**config.mk**
```make
export PLATFORM = sky130hd
export DESIGN_NAME = mfp_pin_selector
export DESIGN_NICKNAME = d
export VERILOG_FILES = /design/src/inc/mfp_pkg.sv /design/src/inc/mfp_pin_if.sv /design/src/hw/mfp_pad_stage.sv /design/src/hw/mfp_pin_selector.sv
export SDC_FILE = /design/constraint.sdc
export NUM_CORES = 1
export LEC_CHECK = 0
export ABC_CLOCK_PERIOD_IN_PS = 1810
export BUFFER_PORTS_ARGS = -buffer_cell sky130_fd_sc_hd__buf_4
export CORE_ASPECT_RATIO = 0.75
export CORE_UTILIZATION = 35
export CTS_BUF_LIST = sky130_fd_sc_hd__clkbuf_4 sky130_fd_sc_hd__clkbuf_8
export CTS_CLUSTER_DIAMETER = 60
export DETAILED_ROUTE_END_ITERATION = 8
export GPL_ROUTABILITY_DRIVEN = 1
export GPL_TIMING_DRIVEN = 0
export PLACE_DENSITY = 0.65
export SKIP_LAST_GASP = 1
export SYNTH_ARGS = -nofsm -noshare
export SYNTH_HDL_FRONTEND = slang
export SYNTH_SLANG_ARGS = --single-unit
export TNS_END_PERCENT = 30
```
**constraint.sdc**
```tcl
create_clock -name i_clk -period 1.81 [get_ports i_clk]
set_input_delay 0.0905 -clock i_clk [delete_from_list [all_inputs] [get_ports i_clk]]
set_output_delay 0.0905 -clock i_clk [all_outputs]
set_load 0.02 [all_outputs]
```
**src/inc/mfp_pkg.sv**
```systemverilog
// Summary of operation
// mode strap sampled at reset release picks host setup and initial pin states
// strap 011 spi slave, 100 9-bit serial slave, 101 type-b bus, rest test
// pin 0 is slave select in straps 001-100, else gpio/irq/pwm/reserved
// pin 1 is slave clock in straps 001-100, else gpio/irq/clock out/reserved
// pin 2 is slave data in in straps 001-100, else gpio/irq/tearing/reserved
// pin 3 gives bypassed slave select in serial mode, else master select
// pin 3 otherwise gpio, clock out, line end pulse or reserved
// pin 4 master clock when master enabled, else gpio/pwm/data enable/reserved
// pin 5 master data io when master enabled, else gpio or irq
// pin 6 in serial modes: bypass select, or slave data out in 4-wire
// pin 6 otherwise second master select, master data in, irq, pwm, te, gpio
// pin 6 leaves reset as input with pull-down on
// i2c master: clock open-drain out, data open-drain io, released after reset
// dsi lane 0 two-way, lanes 1, 2 and clock lane transmit only
// standby low floats every pin except pin 6, which keeps its pull-down
// reserved function codes leave the pin an undriven input
package mfp_pkg;
    localparam int PIN_N = 7;
    localparam int SYNC_W = 13;
    localparam int GP0 = 0;
    localparam int GP1 = 1;
    localparam int GP2 = 2;
    localparam int GP3 = 3;
    localparam int GP4 = 4;
    localparam int GP5 = 5;
    localparam int GP6 = 6;

    localparam logic [2:0] STRAP_T1    = 3'h1;
    localparam logic [2:0] STRAP_T2    = 3'h2;
    localparam logic [2:0] STRAP_SPI   = 3'h3;
    localparam logic [2:0] STRAP_SSI   = 3'h4;
    localparam logic [2:0] STRAP_TYPEB = 3'h5;

    localparam logic [3:0] CFG_NONE  = 4'h0;
    localparam logic [3:0] CFG_SPI   = 4'h1;
    localparam logic [3:0] CFG_SSI   = 4'h2;
    localparam logic [3:0] CFG_TYPEB = 4'h4;
    localparam logic [3:0] CFG_TEST  = 4'h8;

    localparam logic [1:0] FS_C00 = 2'h0;
    localparam logic [1:0] FS_C01 = 2'h1;
    localparam logic [1:0] FS_C10 = 2'h2;
    localparam logic [1:0] FS_C11 = 2'h3;
    localparam logic       FS1_IRQ = 1'h1;

    localparam logic [6:0] PIN_OFF  = 7'h00;
    localparam logic [6:0] PD_RESET = 7'h40;
    localparam logic [6:0] PD_TYPEB = 7'h45;
    localparam logic [2:0] DSI_TX_ONLY = 3'h7;
    localparam logic [3:0] DSI_OFF  = 4'h0;
    localparam logic       SCS_IDLE = 1'h1;
    localparam logic       OD_LOW   = 1'h0;

    typedef enum logic [12:0] {
        MFP_IN    = 13'h0001,
        MFP_GPIO  = 13'h0002,
        MFP_IRQ   = 13'h0004,
        MFP_PWM   = 13'h0008,
        MFP_CLKO  = 13'h0010,
        MFP_LEND  = 13'h0020,
        MFP_HDE   = 13'h0040,
        MFP_MSEL  = 13'h0080,
        MFP_MSEL2 = 13'h0100,
        MFP_MCLK  = 13'h0200,
        MFP_MDIO  = 13'h0400,
        MFP_BYP   = 13'h0800,
        MFP_SDO   = 13'h1000
    } mfp_role_t;

    function automatic logic mfp_is_slave(input logic [2:0] s);
        return (s == STRAP_T1) || (s == STRAP_T2) || (s == STRAP_SPI) || (s == STRAP_SSI);
    endfunction : mfp_is_slave
endpackage : mfp_pkg

```
**src/inc/mfp_pin_if.sv**
```systemverilog
`timescale 1ns/100ps
`default_nettype none
interface mfp_pin_if #(parameter int N = mfp_pkg::PIN_N);
    mfp_pkg::mfp_role_t role [N];
    logic [N-1:0]       gpio_out;
    logic [N-1:0]       gpio_oe;
    logic [N-1:0]       pd_req;
    logic               irq;
    logic               pwm;
    logic               clko;
    logic               lend;
    logic               host_data_enable_out;
    logic               msel;
    logic               msel2;
    logic               mclk;
    logic               mdo;
    logic               mdo_oe;
    logic               bypass;
    logic               sdo;
    logic               standby;
    modport ctl (output role, gpio_out, gpio_oe, pd_req, irq, pwm, clko, lend, host_data_enable_out,
                 msel, msel2, mclk, mdo, mdo_oe, bypass, sdo, standby);
    modport pad (input role, gpio_out, gpio_oe, pd_req, irq, pwm, clko, lend, host_data_enable_out,
                 msel, msel2, mclk, mdo, mdo_oe, bypass, sdo, standby);
endinterface : mfp_pin_if
`default_nettype wire

```
**src/hw/mfp_pad_stage.sv**
```systemverilog
`timescale 1ns/100ps
`default_nettype none
module mfp_pad_stage #(
    parameter int N = mfp_pkg::PIN_N
) (
    input  wire logic   i_clk,
    input  wire logic   i_rst_n,
    mfp_pin_if.pad      bus,
    output logic [N-1:0] o_out,
    output logic [N-1:0] o_oe,
    output logic [N-1:0] o_pd
);
    import mfp_pkg::*;

    // ****************************************
    // per pin driver select and pad flops
    // ****************************************
    for (genvar i = 0; i < N; i++) begin : g_pin
        logic d_out;
        logic d_oe;
        logic drive;
        logic q_out;
        logic q_oe;
        logic q_pd;
        always_comb begin
            d_out = 1'h0;
            d_oe  = 1'h0;
            unique case (bus.role[i])
                MFP_IN:    d_oe = 1'h0;
                MFP_GPIO:  begin d_out = bus.gpio_out[i]; d_oe = bus.gpio_oe[i]; end
                MFP_IRQ:   begin d_out = bus.irq;    d_oe = 1'h1; end
                MFP_PWM:   begin d_out = bus.pwm;    d_oe = 1'h1; end
                MFP_CLKO:  begin d_out = bus.clko;   d_oe = 1'h1; end
                MFP_LEND:  begin d_out = bus.lend;   d_oe = 1'h1; end
                MFP_HDE:   begin d_out = bus.host_data_enable_out;    d_oe = 1'h1; end
                MFP_MSEL:  begin d_out = bus.msel;   d_oe = 1'h1; end
                MFP_MSEL2: begin d_out = bus.msel2;  d_oe = 1'h1; end
                MFP_MCLK:  begin d_out = bus.mclk;   d_oe = 1'h1; end
                MFP_MDIO:  begin d_out = bus.mdo;    d_oe = bus.mdo_oe; end
                MFP_BYP:   begin d_out = bus.bypass; d_oe = 1'h1; end
                MFP_SDO:   begin d_out = bus.sdo;    d_oe = 1'h1; end
                default:   d_oe = 1'h0;
            endcase
        end
        // standby wins over every role
        assign drive = d_oe && !bus.standby;
        always_ff @(posedge i_clk or negedge i_rst_n) begin
            if (!i_rst_n) begin
                q_out <= 1'h0;
                q_oe  <= 1'h0;
                q_pd  <= PD_RESET[i];
            end else begin
                q_out <= d_out;
                q_oe  <= drive;
                q_pd  <= bus.pd_req[i] && !drive;
            end
        end
        assign o_out[i] = q_out;
        assign o_oe[i]  = q_oe;
        assign o_pd[i]  = q_pd;
    end
endmodule : mfp_pad_stage
`default_nettype wire

```
**src/hw/mfp_pin_selector.sv**
```systemverilog
`timescale 1ns/100ps
`default_nettype none
module mfp_pin_selector (
    input  wire logic        i_clk,
    input  wire logic        i_reset_n,
    input  wire logic [2:0]  i_mode_strap,
    input  wire logic        i_standby_pin_n,
    input  wire logic [6:0]  i_pin_in,
    input  wire logic        i_scl_in,
    input  wire logic        i_sda_in,
    input  wire logic        i_master_en,
    input  wire logic        i_bypass_en,
    input  wire logic        i_slave_4wire,
    input  wire logic        i_cs2_pin_sel,
    input  wire logic [1:0]  i_fsel_pin0,
    input  wire logic [1:0]  i_fsel_pin1,
    input  wire logic [1:0]  i_fsel_pin2,
    input  wire logic [1:0]  i_fsel_pin3,
    input  wire logic [1:0]  i_fsel_pin4,
    input  wire logic        i_fsel_pin5,
    input  wire logic [1:0]  i_fsel_pin6,
    input  wire logic [6:0]  i_gpio_out,
    input  wire logic [6:0]  i_gpio_oe,
    input  wire logic        i_irq,
    input  wire logic        i_pwm,
    input  wire logic        i_clock_output_src,
    input  wire logic        i_line_end_pulse,
    input  wire logic        i_host_data_enable_out,
    input  wire logic        i_master_serial_select,
    input  wire logic        i_master_serial_select_second,
    input  wire logic        i_master_serial_clock,
    input  wire logic        i_master_serial_data_out,
    input  wire logic        i_master_serial_data_oe,
    input  wire logic        i_slave_serial_data_out,
    input  wire logic        i_i2c_scl_low,
    input  wire logic        i_i2c_sda_low,
    input  wire logic        i_dsi_lane0_tx,
    output logic [6:0]       o_pin_out,
    output logic [6:0]       o_pin_oe,
    output logic [6:0]       o_pin_pd,
    output logic [6:0]       o_pin_in,
    output logic             o_slave_serial_select,
    output logic             o_slave_serial_clock,
    output logic             o_slave_serial_data_in,
    output logic             o_tearing_effect_signal,
    output logic             o_master_serial_data_in,
    output logic             o_master_serial_data_io_in,
    output logic             o_scl_out,
    output logic             o_scl_oe,
    output logic             o_sda_out,
    output logic             o_sda_oe,
    output logic             o_i2c_scl_in,
    output logic             o_i2c_sda_in,
    output logic [3:0]       o_dsi_lane_oe,
    output logic [3:0]       o_host_cfg,
    output logic             o_strap_valid
);
    import mfp_pkg::*;

    // ****************************************
    // reset release and input synchronisers
    // ****************************************
    logic [1:0]        rst_sync;
    logic              rst_n;
    logic [SYNC_W-1:0] sync1;
    logic [SYNC_W-1:0] sync2;
    logic [2:0]        strap_s;
    logic              standby_n_s;
    logic              scl_s;
    logic              sda_s;
    logic [6:0]        pin_s;

    always_ff @(posedge i_clk or negedge i_reset_n) begin
        if (!i_reset_n) rst_sync <= 2'h0;
        else rst_sync <= {rst_sync[0], 1'h1};
    end
    assign rst_n = rst_sync[1];

    // raw reset here so the strap is settled when rst_n rises
    always_ff @(posedge i_clk or negedge i_reset_n) begin
        if (!i_reset_n) begin
            sync1 <= '0;
            sync2 <= '0;
        end else begin
            sync1 <= {i_mode_strap, i_standby_pin_n, i_scl_in, i_sda_in, i_pin_in};
            sync2 <= sync1;
        end
    end
    assign {strap_s, standby_n_s, scl_s, sda_s, pin_s} = sync2;

    // ****************************************
    // strap capture
    // ****************************************
    logic       cap_valid;
    logic [2:0] strap_cap;
    logic       standby;
    logic       slave;
    logic       master;

    always_ff @(posedge i_clk or negedge rst_n) begin
        if (!rst_n) begin
            cap_valid <= 1'h0;
            strap_cap <= 3'h0;
        end else if (!cap_valid) begin
            cap_valid <= 1'h1;
            strap_cap <= strap_s;
        end
    end

    assign standby = !standby_n_s;
    assign slave   = cap_valid && mfp_is_slave(strap_cap);
    assign master  = cap_valid && i_master_en;

    // ****************************************
    // function field decode
    // ****************************************
    function automatic mfp_role_t role_of(input logic [1:0] f, input mfp_role_t r01,
                                         input mfp_role_t r10, input mfp_role_t r11);
        unique case (f)
            FS_C00: return MFP_GPIO;
            FS_C01: return r01;
            FS_C10: return r10;
            default: return r11;
        endcase
    endfunction : role_of

    function automatic logic [3:0] cfg_of(input logic [2:0] s);
        unique case (s)
            STRAP_SPI:   return CFG_SPI;
            STRAP_SSI:   return CFG_SSI;
            STRAP_TYPEB: return CFG_TYPEB;
            default:     return CFG_TEST;
        endcase
    endfunction : cfg_of

    mfp_role_t dec [PIN_N];
    mfp_pin_if #(.N(PIN_N)) pins ();

    assign dec[GP0] = slave ? MFP_IN : role_of(i_fsel_pin0, MFP_IRQ, MFP_PWM, MFP_IN);
    assign dec[GP1] = slave ? MFP_IN : role_of(i_fsel_pin1, MFP_IRQ, MFP_CLKO, MFP_IN);
    assign dec[GP2] = slave ? MFP_IN : role_of(i_fsel_pin2, MFP_IRQ, MFP_IN, MFP_IN);
    assign dec[GP3] = (slave && i_bypass_en) ? MFP_BYP :
                      master ? MFP_MSEL : role_of(i_fsel_pin3, MFP_CLKO, MFP_LEND, MFP_IN);
    assign dec[GP4] = master ? MFP_MCLK : role_of(i_fsel_pin4, MFP_PWM, MFP_HDE, MFP_IN);
    assign dec[GP5] = master ? MFP_MDIO : (i_fsel_pin5 == FS1_IRQ) ? MFP_IRQ : MFP_GPIO;
    assign dec[GP6] = slave ? (i_slave_4wire ? MFP_SDO : i_bypass_en ? MFP_BYP : MFP_IN) :
                      master ? (i_cs2_pin_sel ? MFP_MSEL2 : MFP_IN) :
                      role_of(i_fsel_pin6, MFP_IN, MFP_PWM, MFP_IRQ);

    // nothing drives until the strap is known
    for (genvar i = 0; i < PIN_N; i++) begin : g_role
        assign pins.role[i] = cap_valid ? dec[i] : MFP_IN;
    end

    // ****************************************
    // sources handed to the pad stage
    // ****************************************
    assign pins.gpio_out = i_gpio_out;
    assign pins.gpio_oe  = i_gpio_oe;
    assign pins.irq      = i_irq;
    assign pins.pwm      = i_pwm;
    assign pins.clko     = i_clock_output_src;
    assign pins.lend     = i_line_end_pulse;
    assign pins.host_data_enable_out      = i_host_data_enable_out;
    assign pins.msel     = i_master_serial_select;
    assign pins.msel2    = i_master_serial_select_second;
    assign pins.mclk     = i_master_serial_clock;
    assign pins.mdo      = i_master_serial_data_out;
    assign pins.mdo_oe   = i_master_serial_data_oe;
    assign pins.bypass   = pin_s[GP0];
    assign pins.sdo      = i_slave_serial_data_out;
    assign pins.standby  = standby;
    // pull-downs drop in standby except on pin 6
    assign pins.pd_req   = (standby || !cap_valid) ? PD_RESET :
                           (strap_cap == STRAP_TYPEB) ? PD_TYPEB : PD_RESET;

    mfp_pad_stage #(.N(PIN_N)) u_pads (
        .i_clk   (i_clk),
        .i_rst_n (rst_n),
        .bus     (pins.pad),
        .o_out   (o_pin_out),
        .o_oe    (o_pin_oe),
        .o_pd    (o_pin_pd)
    );

    // ****************************************
    // input routing back to the core
    // ****************************************
    logic next_scs;
    logic next_sck;
    logic next_sdi;
    logic next_te;
    logic next_mdi;
    logic next_mdio;
    logic te_p2;
    logic te_p6;

    assign next_scs  = slave ? pin_s[GP0] : SCS_IDLE;
    assign next_sck  = slave && pin_s[GP1];
    assign next_sdi  = slave && pin_s[GP2];
    assign te_p2     = cap_valid && !slave && (i_fsel_pin2 == FS_C10);
    assign te_p6     = cap_valid && !slave && !master && (i_fsel_pin6 == FS_C01);
    assign next_te   = te_p2 ? pin_s[GP2] : te_p6 && pin_s[GP6];
    assign next_mdi  = master && !slave && !i_cs2_pin_sel && pin_s[GP6];
    assign next_mdio = master && pin_s[GP5];

    always_ff @(posedge i_clk or negedge rst_n) begin
        if (!rst_n) begin
            o_slave_serial_select      <= SCS_IDLE;
            o_slave_serial_clock       <= 1'h0;
            o_slave_serial_data_in     <= 1'h0;
            o_tearing_effect_signal    <= 1'h0;
            o_master_serial_data_in    <= 1'h0;
            o_master_serial_data_io_in <= 1'h0;
            o_pin_in                   <= PIN_OFF;
        end else begin
            o_slave_serial_select      <= next_scs;
            o_slave_serial_clock       <= next_sck;
            o_slave_serial_data_in     <= next_sdi;
            o_tearing_effect_signal    <= next_te;
            o_master_serial_data_in    <= next_mdi;
            o_master_serial_data_io_in <= next_mdio;
            o_pin_in                   <= pin_s;
        end
    end

    // ****************************************
    // i2c, dsi directions and host setup
    // ****************************************
    logic [3:0] next_dsi_oe;
    logic [3:0] next_cfg;

    assign next_dsi_oe = standby ? DSI_OFF : {DSI_TX_ONLY, i_dsi_lane0_tx};
    assign next_cfg    = cap_valid ? cfg_of(strap_cap) : CFG_NONE;

    // open-drain: only the enable moves, the level stays low
    always_ff @(posedge i_clk or negedge rst_n) begin
        if (!rst_n) begin
            o_scl_out     <= OD_LOW;
            o_sda_out     <= OD_LOW;
            o_scl_oe      <= 1'h0;
            o_sda_oe      <= 1'h0;
            o_i2c_scl_in  <= 1'h1;
            o_i2c_sda_in  <= 1'h1;
            o_dsi_lane_oe <= DSI_OFF;
            o_host_cfg    <= CFG_NONE;
            o_strap_valid <= 1'h0;
        end else begin
            o_scl_out     <= OD_LOW;
            o_sda_out     <= OD_LOW;
            o_scl_oe      <= i_i2c_scl_low && !standby;
            o_sda_oe      <= i_i2c_sda_low && !standby;
            o_i2c_scl_in  <= scl_s;
            o_i2c_sda_in  <= sda_s;
            o_dsi_lane_oe <= next_dsi_oe;
            o_host_cfg    <= next_cfg;
            o_strap_valid <= cap_valid;
        end
    end
endmodule : mfp_pin_selector
`default_nettype wire

```
# After elaboration in Yosys (flattened, before gate mapping)
# Index checks and enable logic that the tools add are counted.
word_totals:
  regBits: 79
  latch_bits: 0
  ramBits: 0
  mem_bits_ro: 0
  in_bits: 60
  n_memories: 0
classes:
  add_sub_neg: 0
  mul: 0
  div: 0
  magnitude_cmp: 0
  n_eq_ne: 101
  n_shift: 0
  n_mux: 47
  n_bitwise: 0
  n_reduce_logical: 59
op_table:
  columns: ["cell", "n"]
  rows:
  - ["$mux 13", 13]
  - ["$pmux 1 s12", 7]
  - ["$reduce_or 10->1", 7]
  - ["$eq 13x10->1 const B", 5]
  - ["$eq 13x11->1 const B", 5]
  - ["$eq 13x12->1 const B", 5]
  - ["$eq 13x13->1 const B", 5]
  - ["$eq 13x2->1 const B", 5]
  - ["$eq 13x3->1 const B", 5]
  - ["$eq 13x4->1 const B", 5]
  - ["$eq 13x5->1 const B", 5]
  - ["$eq 13x6->1 const B", 5]
  - ["$eq 13x7->1 const B", 5]
  - ["$eq 13x8->1 const B", 5]
  - ["$eq 13x9->1 const B", 5]
  - ["$pmux 4 s3", 3]
  - ["$logic_and 1x1->1", 26]
  - ["$mux 11", 2]
  - ["$pmux 1 s3", 7]
  - ["$pmux 7 s3", 1]
  - ["$mux 10", 2]
  - ["$pmux 6 s3", 1]
  - ["$pmux 5 s3", 1]
  - ["$eq 10x13->1 const B", 1]
  - ["other kinds (38)", 76]

# Longest topological paths before layout
# Gate-level depths: netlist of the first run.
logic_depth:
  depth_word: 14
  mapped_depth: 4
  ltp_nobuf: 3

# Cells and area by module
# A second synthesis of the first run with hierarchy kept.
hier_totals:
  hier_cells: 583
  area_unflattened_um2: 5111.2
by_module_without_submodules:
  columns: ["mod", "n_inst", "cells_per_inst", "area_per_inst_um2", "seq_area_each_um2"]
  rows:
  - ["mfp_pad_stage", 1, 441, 3106.7, 526.8]
  - ["mfp_pin_selector", 1, 142, 2004.4, 1405.1]

# Worst setup path after synthesis of the first run
# Ideal clock, no wire load.
synth_timing:
  path_type: "flip-flop to flip-flop"
  from: "register strap_cap[0]"
  to: "register u_pads.g_pin[3].q_oe"
  arrival_time_ns: 1.357
  required_time_ns: 1.684
  slack_ns: 0.327
  stages_incl_launch_ff: 5
  path_buffers: 1
  synth_period_minus_slack_ns: 1.483
  cell_sequence: "dfrtp_1 buf_6 or3_4 and3_4 o311a_1"
synth_via:
  elab_chain_cells: 12
  elab_cells_between_ends: 26
  cone_classes: "eq/ne: 16; mux: 3; reduce/logical: 7"
synth_rtl:
  columns: ["item", "line", "source"]
  rows:
  - ["start, declared", "mfp_pin_selector.sv:95", "logic [2:0] strap_cap;"]
  - ["start signal, assigned", "mfp_pin_selector.sv:106", "strap_cap <= strap_s;"]
  - ["$eq 3x1->1 / $eq 3x2->1 (equally long branches)", "mfp_pkg.sv:72", "return (s == STRAP_T1) || (s == STRAP_T2) || (s == STRAP_SPI) || (s == STRAP_SSI);"]
  - ["$logic_or 1x1->1 (2 in series)", "mfp_pkg.sv:72", null]
  - ["$logic_or 1x1->1 (*)", "mfp_pkg.sv:72", null]
  - ["$logic_and 1x1->1 (*)", "mfp_pin_selector.sv:111", "assign slave = cap_valid && mfp_is_slave(strap_cap);"]
  - ["$logic_and 1x1->1 (*)", "mfp_pin_selector.sv:142", "assign dec[GP3] = (slave && i_bypass_en) ? MFP_BYP :"]
  - ["$mux 13 (*)", "mfp_pin_selector.sv:142", null]
  - ["$mux 13 (*)", "mfp_pin_selector.sv:152", "assign pins.role[i] = cap_valid ? dec[i] : MFP_IN;"]
  - ["$eq 13x3->1 (tied with other cells)", "mfp_pad_stage.sv:28", "unique case (bus.role[i])"]
  - ["$reduce_or 10->1 (no line)", null, null]
  - ["$pmux 1 s3 (*)", "mfp_pad_stage.sv:28", null]
  - ["$logic_and 1x1->1 (*)", "mfp_pad_stage.sv:46", "assign drive = d_oe && !bus.standby;"]
  - ["named net u_pads.g_pin[3].drive", "mfp_pad_stage.sv:21", "logic drive;"]
  - ["end signal, assigned", "mfp_pad_stage.sv:54", "q_oe <= drive;"]
  - ["end, declared", "mfp_pad_stage.sv:23", "logic q_oe;"]
# The timed path passes the listed nets; every way through them passes the cells marked *.
# A chain may end at the register's enable or synchronous reset.

# Worst setup path in the final report of the first run
layout_timing:
  from: "register cap_valid"
  to: "register u_pads.g_pin[1].q_oe"
layout_via:
  elab_chain_cells: 7
  elab_cells_between_ends: 18
  cone_classes: "eq/ne: 12; mux: 3; reduce/logical: 3"
layout_rtl:
  columns: ["item", "line", "source"]
  rows:
  - ["start, declared", "mfp_pin_selector.sv:94", "logic cap_valid;"]
  - ["start signal, assigned", "mfp_pin_selector.sv:102", "cap_valid <= 1'h0;"]
  - ["start signal, assigned", "mfp_pin_selector.sv:105", "cap_valid <= 1'h1;"]
  - ["$logic_and 1x1->1", "mfp_pin_selector.sv:111", null]
  - ["$mux 13", "mfp_pin_selector.sv:140", "assign dec[GP1] = slave ? MFP_IN : role_of(i_fsel_pin1, MFP_IRQ, MFP_CLKO, MFP_IN);"]
  - ["$mux 13 (*)", "mfp_pin_selector.sv:152", null]
  - ["$eq 13x3->1 (tied with other cells)", "mfp_pad_stage.sv:28", null]
  - ["$reduce_or 10->1 (no line)", null, null]
  - ["$pmux 1 s3 (*)", "mfp_pad_stage.sv:28", null]
  - ["$logic_and 1x1->1 (*)", "mfp_pad_stage.sv:46", null]
  - ["named net u_pads.g_pin[1].drive", "mfp_pad_stage.sv:21", null]
  - ["end signal, assigned", "mfp_pad_stage.sv:54", null]
  - ["end, declared", "mfp_pad_stage.sv:23", null]
# Marks and branches as above.

==> impl_metrics.json, run 1 <==
{
  "finalMaxSlewViolations": 0,
  "ys_types": 46,
  "first_iter_violations": 37,
  "numCtsBuffers": 9,
  "drcViolationCount": 0,
  "grt.total_usage_pct": 16.2,
  "synth-seq-cells": 73,
  "hpwl_microns": 4350,
  "timing.final.crit_share_pct": 87.2,
  "finalNonFillerCells": 447,
  "fin_setup_tns_ps": 0,
  "synth_area_sq_mm": 0.00269,
  "ys_seq_area_share_pct": 68.2,
  "pwr-share-seq_pct": 46.9,
  "slew_headroom_pct": 56.6,
  "die_y_microns": 77.9,
  "ir_drop_mv": 0.523,
  "cts-htree-levels": 3,
  "cpPeakStageDelay_ps": 410,
  "routed_wl_microns": 5990,
  "clock_sinks": 73,
  "firstDrtPassIters": 4,
  "synth_ff_type": "dfrtp_1",
  "antenna_found_initial": 0,
  "rows": 27,
  "power_leakage_uw": 0.00205,
  "outcome": "completed",
  "critPathLaunchType": "register",
  "drive_gt1_share_pct": 44.8,
  "skew_ps": 5.80,
  "async_reset_ff_share_pct": 100,
  "p_sw_share_pct": 23.1,
  "setup_viol": 0,
  "grt_pass1_vias": 2031,
  "worst_skew_pair.late_latency_ps": 340,
  "path_clk_slew_ps": 70,
  "vias": 1935,
  "yosysMostFrequentCell": "dfrtp_1",
  "grt_pass1_wl_microns": 9390,
  "slowest_stage": "dfrtp_1",
  "rsz0062_at_grt": "false",
  "ant_nets": 0,
  "cts_root_buffer": "clkbuf_8",
  "power_density_mw_per_mm2": 925,
  "fmax_ghz": 0.634,
  "end_kind": "register",
  "io_buffer_count": 102,
  "p_int_uw": 2900,
  "hold_violations": 0,
  "pwr-share-comb_pct": 14.4,
  "maxCapViolations": 0,
  "worst-path-buf-inv": 1,
  "whs_ps": 25.7,
  "crit_chain": "clkbuf_1 > nand2_1 > a2111oi_1",
  "io_pins": 109,
  "path_class": "reg -> reg",
  "vias_per_cell": 4.33,
  "yosysWarnings": 0,
  "yosysTopAreaCell": "dfrtp_1",
  "core_sq_mm": 0.00740,
  "crit_family": "flip-flops",
  "dieArea_sq_mm": 0.00803,
  "syn-mean-instance-area_sq_um": 13.4,
  "die_w_microns": 103,
  "dp_cells": 410,
  "worstMarginPinSlew_ps": 649,
  "yosys-top-cells-area": "dfrtp_1 (64%), buf_4 (7.3%), dfstp_2 (3.9%)",
  "start_util_pct": 36.3,
  "hp-class": "in -> reg",
  "n_antenna_cell": 0,
  "wl_per_cell_microns": 13.4,
  "synth_edf_count": 0,
  "gp_congestion": 0.760,
  "cp.arrival_ps": 1790,
  "final_nets": 401,
  "ys_top_cells_by_count": "dfrtp_1 (69), buf_4 (26), nor2_1 (11)",
  "clock_path_buffers": 2,
  "grt_overflow": 0,
  "yosys.area.top_type_share_pct": 64.3,
  "fin_crit_ps": 1580,
  "cp.required_ps": 2030,
  "synthCells": 200,
  "grt_max_degree": 29,
  "path_max_fanout": 10,
  "area_delta_synth_final_pct": 51.9,
  "pwr-share-clk_pct": 38.7,
  "cts_tree": "yes",
  "switching_power_uw": 871
}
-- worst reg2reg max path, stage by stage, from the launching register on --
cell,delay (ps)
dfrtp_1,410
clkbuf_1,380
nand2_1,300
a2111oi_1,380
-- final timing paths --
path,from,end,slack [ps],cells after the start
worst max-delay path,cap_valid,u_pads.g_pin[1].q_oe,230,3
worst min-delay path,i_cs2_pin_sel,o_master_serial_data_in,30,3
worst max register to register,cap_valid,u_pads.g_pin[1].q_oe,230,3
worst min register to register,rst_sync[1],o_master_serial_data_in,250,0
max in group asynchronous,rst_sync[1],u_pads.g_pin[6].q_pd,990,1
min in group asynchronous,i_reset_n,sync2[12],190,2
-- power by group through the flow --
stage | Combinational [uW] | Clock (uW) | Sequential (uW)
6_report | 545 | 1460 | 1770
2_1_floorplan | 216 | 0 | 1830
3_5_place_dp | 513 | 0 | 1800
5_1_grt | 592 | 1590 | 1780
3_3_place_gp | 489 | 0 | 1810
4_1_cts | 550 | 1520 | 1770
-- logic make-up after synthesis --
family          share of synthesized area (%)
compound gates                           6.71
buf+inv                                  8.53
flops                                    68.2
mux                                      3.82
other cells                             0.280
simple gates                             12.4
-- sequential cells by signal, summed over array words and instances (netlist names), 2 cells and up --
register            flops
sync1                  13
sync2                  13
o_pin_in                7
u_pads.g_pin.q_oe       7
u_pads.g_pin.q_out      7
o_host_cfg              4
strap_cap               3
u_pads.g_pin.q_pd       3
o_dsi_lane_oe           2
rst_sync                2
-- per-layer routing --
layer	track usage [%]	routed length, microns
met5	0	0
met4	5.63	92
met3	6.76	493
met2	27.0	2820
met1	18.7	2580
-- per-stage QoR --
step	util [%]	instance area [sq um]	power (uW)	worst slack (ps)
3_5_place_dp	49.0	3630	2310	203
3_3_place_gp	48.7	3600	2300	-130
2_1_floorplan	-	2710	2050	327
6_report	55.1	4080	3770	232
4_1_cts	55.1	4080	3840	192
5_1_grt	55.1	4080	3960	19.3
-- cells in the final DEF (no fill, tap or decap), types with 2 or more instances in the layout --
master / instances
mux2_1: 2
mux2i_1: 8
o22a_1: 2
o311a_1: 2
nand2b_1: 3
nand3b_1: 2
and2_1: 5
inv_1: 2
clkbuf_1: 3
dfstp_2: 4
nor3_1: 9
a21oi_1: 3
and3_1: 3
dlygate4sd3_1: 21
clkbuf_8: 12
dfrtp_1: 68
nor2_1: 11
buf_4: 128
nor4_1: 2
conb_1: 8
and4b_1: 2
bufinv_16: 2
nand2_1: 9
nand4b_1: 2
o21ai_1: 5
-- final cells by class --
class / instances / area (sq um)
tap: 101 / 126
multi-input combinational: 100 / 647
sequential: 73 / 1830
inverter: 3 / 11.3
timing repair buffer: 124 / 1000
clock buffer: 12 / 165
fill: 662 / 3320
buffer: 30 / 218
clock inverter: 4 / 73.8
-- repair_timing --
item	CTS	global route
hold endpoints to repair	49	0
resized for setup	0	0
buffers inserted	0	0
hold buffers	21	0
endpoints found under the setup margin	0	0
Note: power is estimated with default switching activity, not from simulation.
==> inputs of run 2 (changes only) <==
--- a/config.mk
+++ b/config.mk
@@ -5,7 +5,7 @@
 export SDC_FILE = /design/constraint.sdc
 export NUM_CORES = 1
 export LEC_CHECK = 0
-export ABC_CLOCK_PERIOD_IN_PS = 1810
+export ABC_CLOCK_PERIOD_IN_PS = 1500
 export BUFFER_PORTS_ARGS = -buffer_cell sky130_fd_sc_hd__buf_4
 export CORE_ASPECT_RATIO = 0.75
 export CORE_UTILIZATION = 35
==> constraint.sdc (replaced) <==
create_clock -name i_clk -period 1.5 [get_ports i_clk]
set_input_delay 0.075 -clock i_clk [delete_from_list [all_inputs] [get_ports i_clk]]
set_output_delay 0.075 -clock i_clk [all_outputs]
set_load 0.02 [all_outputs]
==> run 2 against run 1 <==
The flow now finishes with violations (negative setup slack). Clock skew about the same. Non-clock buffer count up 4. Worst setup slack worse by 230 ps. Fmax up 5.1%. Worst hold slack better by 2.4 ps. Routed wire length up 2.1%. Sequential cell count unchanged. Critical path type unchanged. Largest cell class unchanged.
==> impl_metrics.json, run 2 (synthesis gave the netlist of run 1 again) <==
{
  "clock_path_buffers": 2,
  "final_nets": 405,
  "final_cell_mix": "buf_4 (130), dfrtp_1 (67), dlygate4sd3_1 (23)",
  "area_delta_synth_final_pct": 53.8,
  "vias": 1985,
  "fin_setup_tns_ps": -1.20,
  "fmax_ghz": 0.666,
  "drive_gt1_share_pct": 46.0,
  "multi_input_area_sq_um": 654,
  "first_iter_violations": 49,
  "antenna_found_initial": 0,
  "die_w_microns": 103,
  "grt_pass1_wl_microns": 9400,
  "violations": "negative setup slack",
  "gp_congestion": 0.760,
  "crit_chain": "buf_6 > or3_4 > and3_4 > o311a_1",
  "cp.required_ps": 1730,
  "worst-path-buf-inv": 1,
  "ir_drop_mv": 0.632,
  "final_common_cell": "buf_4",
  "routed_wl_microns": 6120,
  "slew_headroom_pct": 64.1,
  "fillers": 660,
  "grt_max_degree": 29,
  "path_clk_slew_ps": 70,
  "core_sq_mm": 0.00740,
  "wl_per_cell_microns": 13.6,
  "critPathLaunchType": "register",
  "crit_family": "simple AND/OR/NAND/NOR gates",
  "dieArea_sq_mm": 0.00803,
  "die_y_microns": 77.9,
  "timing.final.crit_share_pct": 100,
  "power_leakage_uw": 0.00207,
  "grt_overflow": 0,
  "place_worst_setup_slack_ps": -107,
  "worstMarginPinSlew_ps": 539,
  "slowest_stage": "or3_4",
  "n_antenna_cell": 0,
  "grt.total_usage_pct": 16.3,
  "io_buffer_count": 102,
  "clock_sinks": 73,
  "cts_tree": "yes",
  "worst_skew_pair.late_latency_ps": 340,
  "hpwl_microns": 4350,
  "power_density_mw_per_mm2": 1110,
  "grt_pass1_vias": 2036,
  "worst_slack_ps": -1.20,
  "cts_root_buffer": "clkbuf_8",
  "fin_crit_ps": 1500,
  "outcome": "complete, but fails checks",
  "rows": 27,
  "rsz0062_at_grt": "true",
  "skew_ps": 5.93,
  "cts-htree-levels": 3,
  "finalMaxSlewViolations": 0,
  "numCtsBuffers": 9,
  "path_class": "reg -> reg",
  "cp.arrival_ps": 1730,
  "start_util_pct": 36.3,
  "hold_violations": 0,
  "drcViolationCount": 0,
  "path_max_fanout": 8,
  "vias_per_cell": 4.40,
  "end_kind": "register",
  "maxCapViolations": 0,
  "hp-class": "in -> reg",
  "setup_viol": 1,
  "largestRegisters": "sync1 x13, sync2 x13",
  "firstDrtPassIters": 4,
  "regArea_sq_mm": 0.00183,
  "io_pins": 109,
  "ant_nets": 0,
  "cpPeakStageDelay_ps": 400
}
## run 2: cell types whose count changed in the layout (fill, tap and decap cells not counted)
cell / before / now
a2111oi_2: 0 / 1
a2111oi_1: 1 / 0
nor2_1: 11 / 10
buf_6: 1 / 2
dfrtp_1: 68 / 67
buf_4: 128 / 130
dfrtp_2: 1 / 2
clkbuf_1: 3 / 2
nor2_2: 0 / 1
dlygate4sd3_1: 21 / 23
## run 2: cell type report
cell class / count / share of cell area [%]
clock inverters: 4 / 1.79
repair buffers: 129 / 25.3
flip-flops and latches: 73 / 44.4
clock buffers: 12 / 4.00
well taps: 101 / 3.06
multi-input cells: 100 / 15.8
inverters: 3 / 0.273
plain buffers: 29 / 5.27
## run 2: tightest hold or removal path, delay by kind of cell
family,cells,cell delay [ps]
compound gates,1,120
buf+inv,1,100
simple gates,1,40
## run 2: where the power goes
| part | switching, uW | total [uW] | internal (uW) | leakage (uW) |
|---|---|---|---|---|
| Combinational | 315 | 679 | 364 | 0.00106 |
| Clock | 691 | 1760 | 1070 | 0.000123 |
| Sequential | 59.1 | 2140 | 2080 | 0.000893 |
## run 2: per-stage QoR
stage / cell area (sq um) / total power, uW / cells / hold slack, ps / utilization [%]
CTS: 4100 / 4630 / 448 / 0.551 / 55.4
finish: 4130 / 4580 / 451 / 28.1 / 55.8
floorplan: 2710 / 2470 / 206 / -221 / -
detailed placement: 3630 / 2790 / 410 / 10.4 / 49.0
global route: 4130 / 4810 / 451 / 8.98 / 55.8
global placement: 3600 / 2770 / 409 / 7.08 / 48.7
## run 2: timing repair
action                                 in CTS  in global routing
hold buffers                               23                  0
resized for setup                           1                  3
endpoints found under the hold margin      52                  0
gates cloned                                0                  0
setup endpoints to repair                  10                  3
pin swaps                                   0                  3
setup buffers                               0                  3
## run 2: per-layer routing
layer  up-vias  global-route usage, %  share of wire, %
li1        949                      -                 -
met1       929                   18.8                43
met2        94                   27.1                47
met3        13                   6.76               8.2
met4         0                   5.35               1.9
met5         -                      0                 0
## run 2: path summary, 6_finish.rpt
check | endpoint | startpoint | cells after the start | slack [ps]
worst min-delay path | u_pads.g_pin[0].q_out | i_fsel_pin0[0] | 3 | 30
worst min register to register | o_master_serial_data_in | rst_sync[1] | 0 | 260
min in group asynchronous | sync2[12] | i_reset_n | 2 | 180
max in group asynchronous | u_pads.g_pin[6].q_pd | rst_sync[1] | 1 | 670
worst max-delay path | u_pads.g_pin[3].q_oe | strap_cap[1] | 4 | -1
worst max register to register | u_pads.g_pin[3].q_oe | strap_cap[1] | 4 | -1
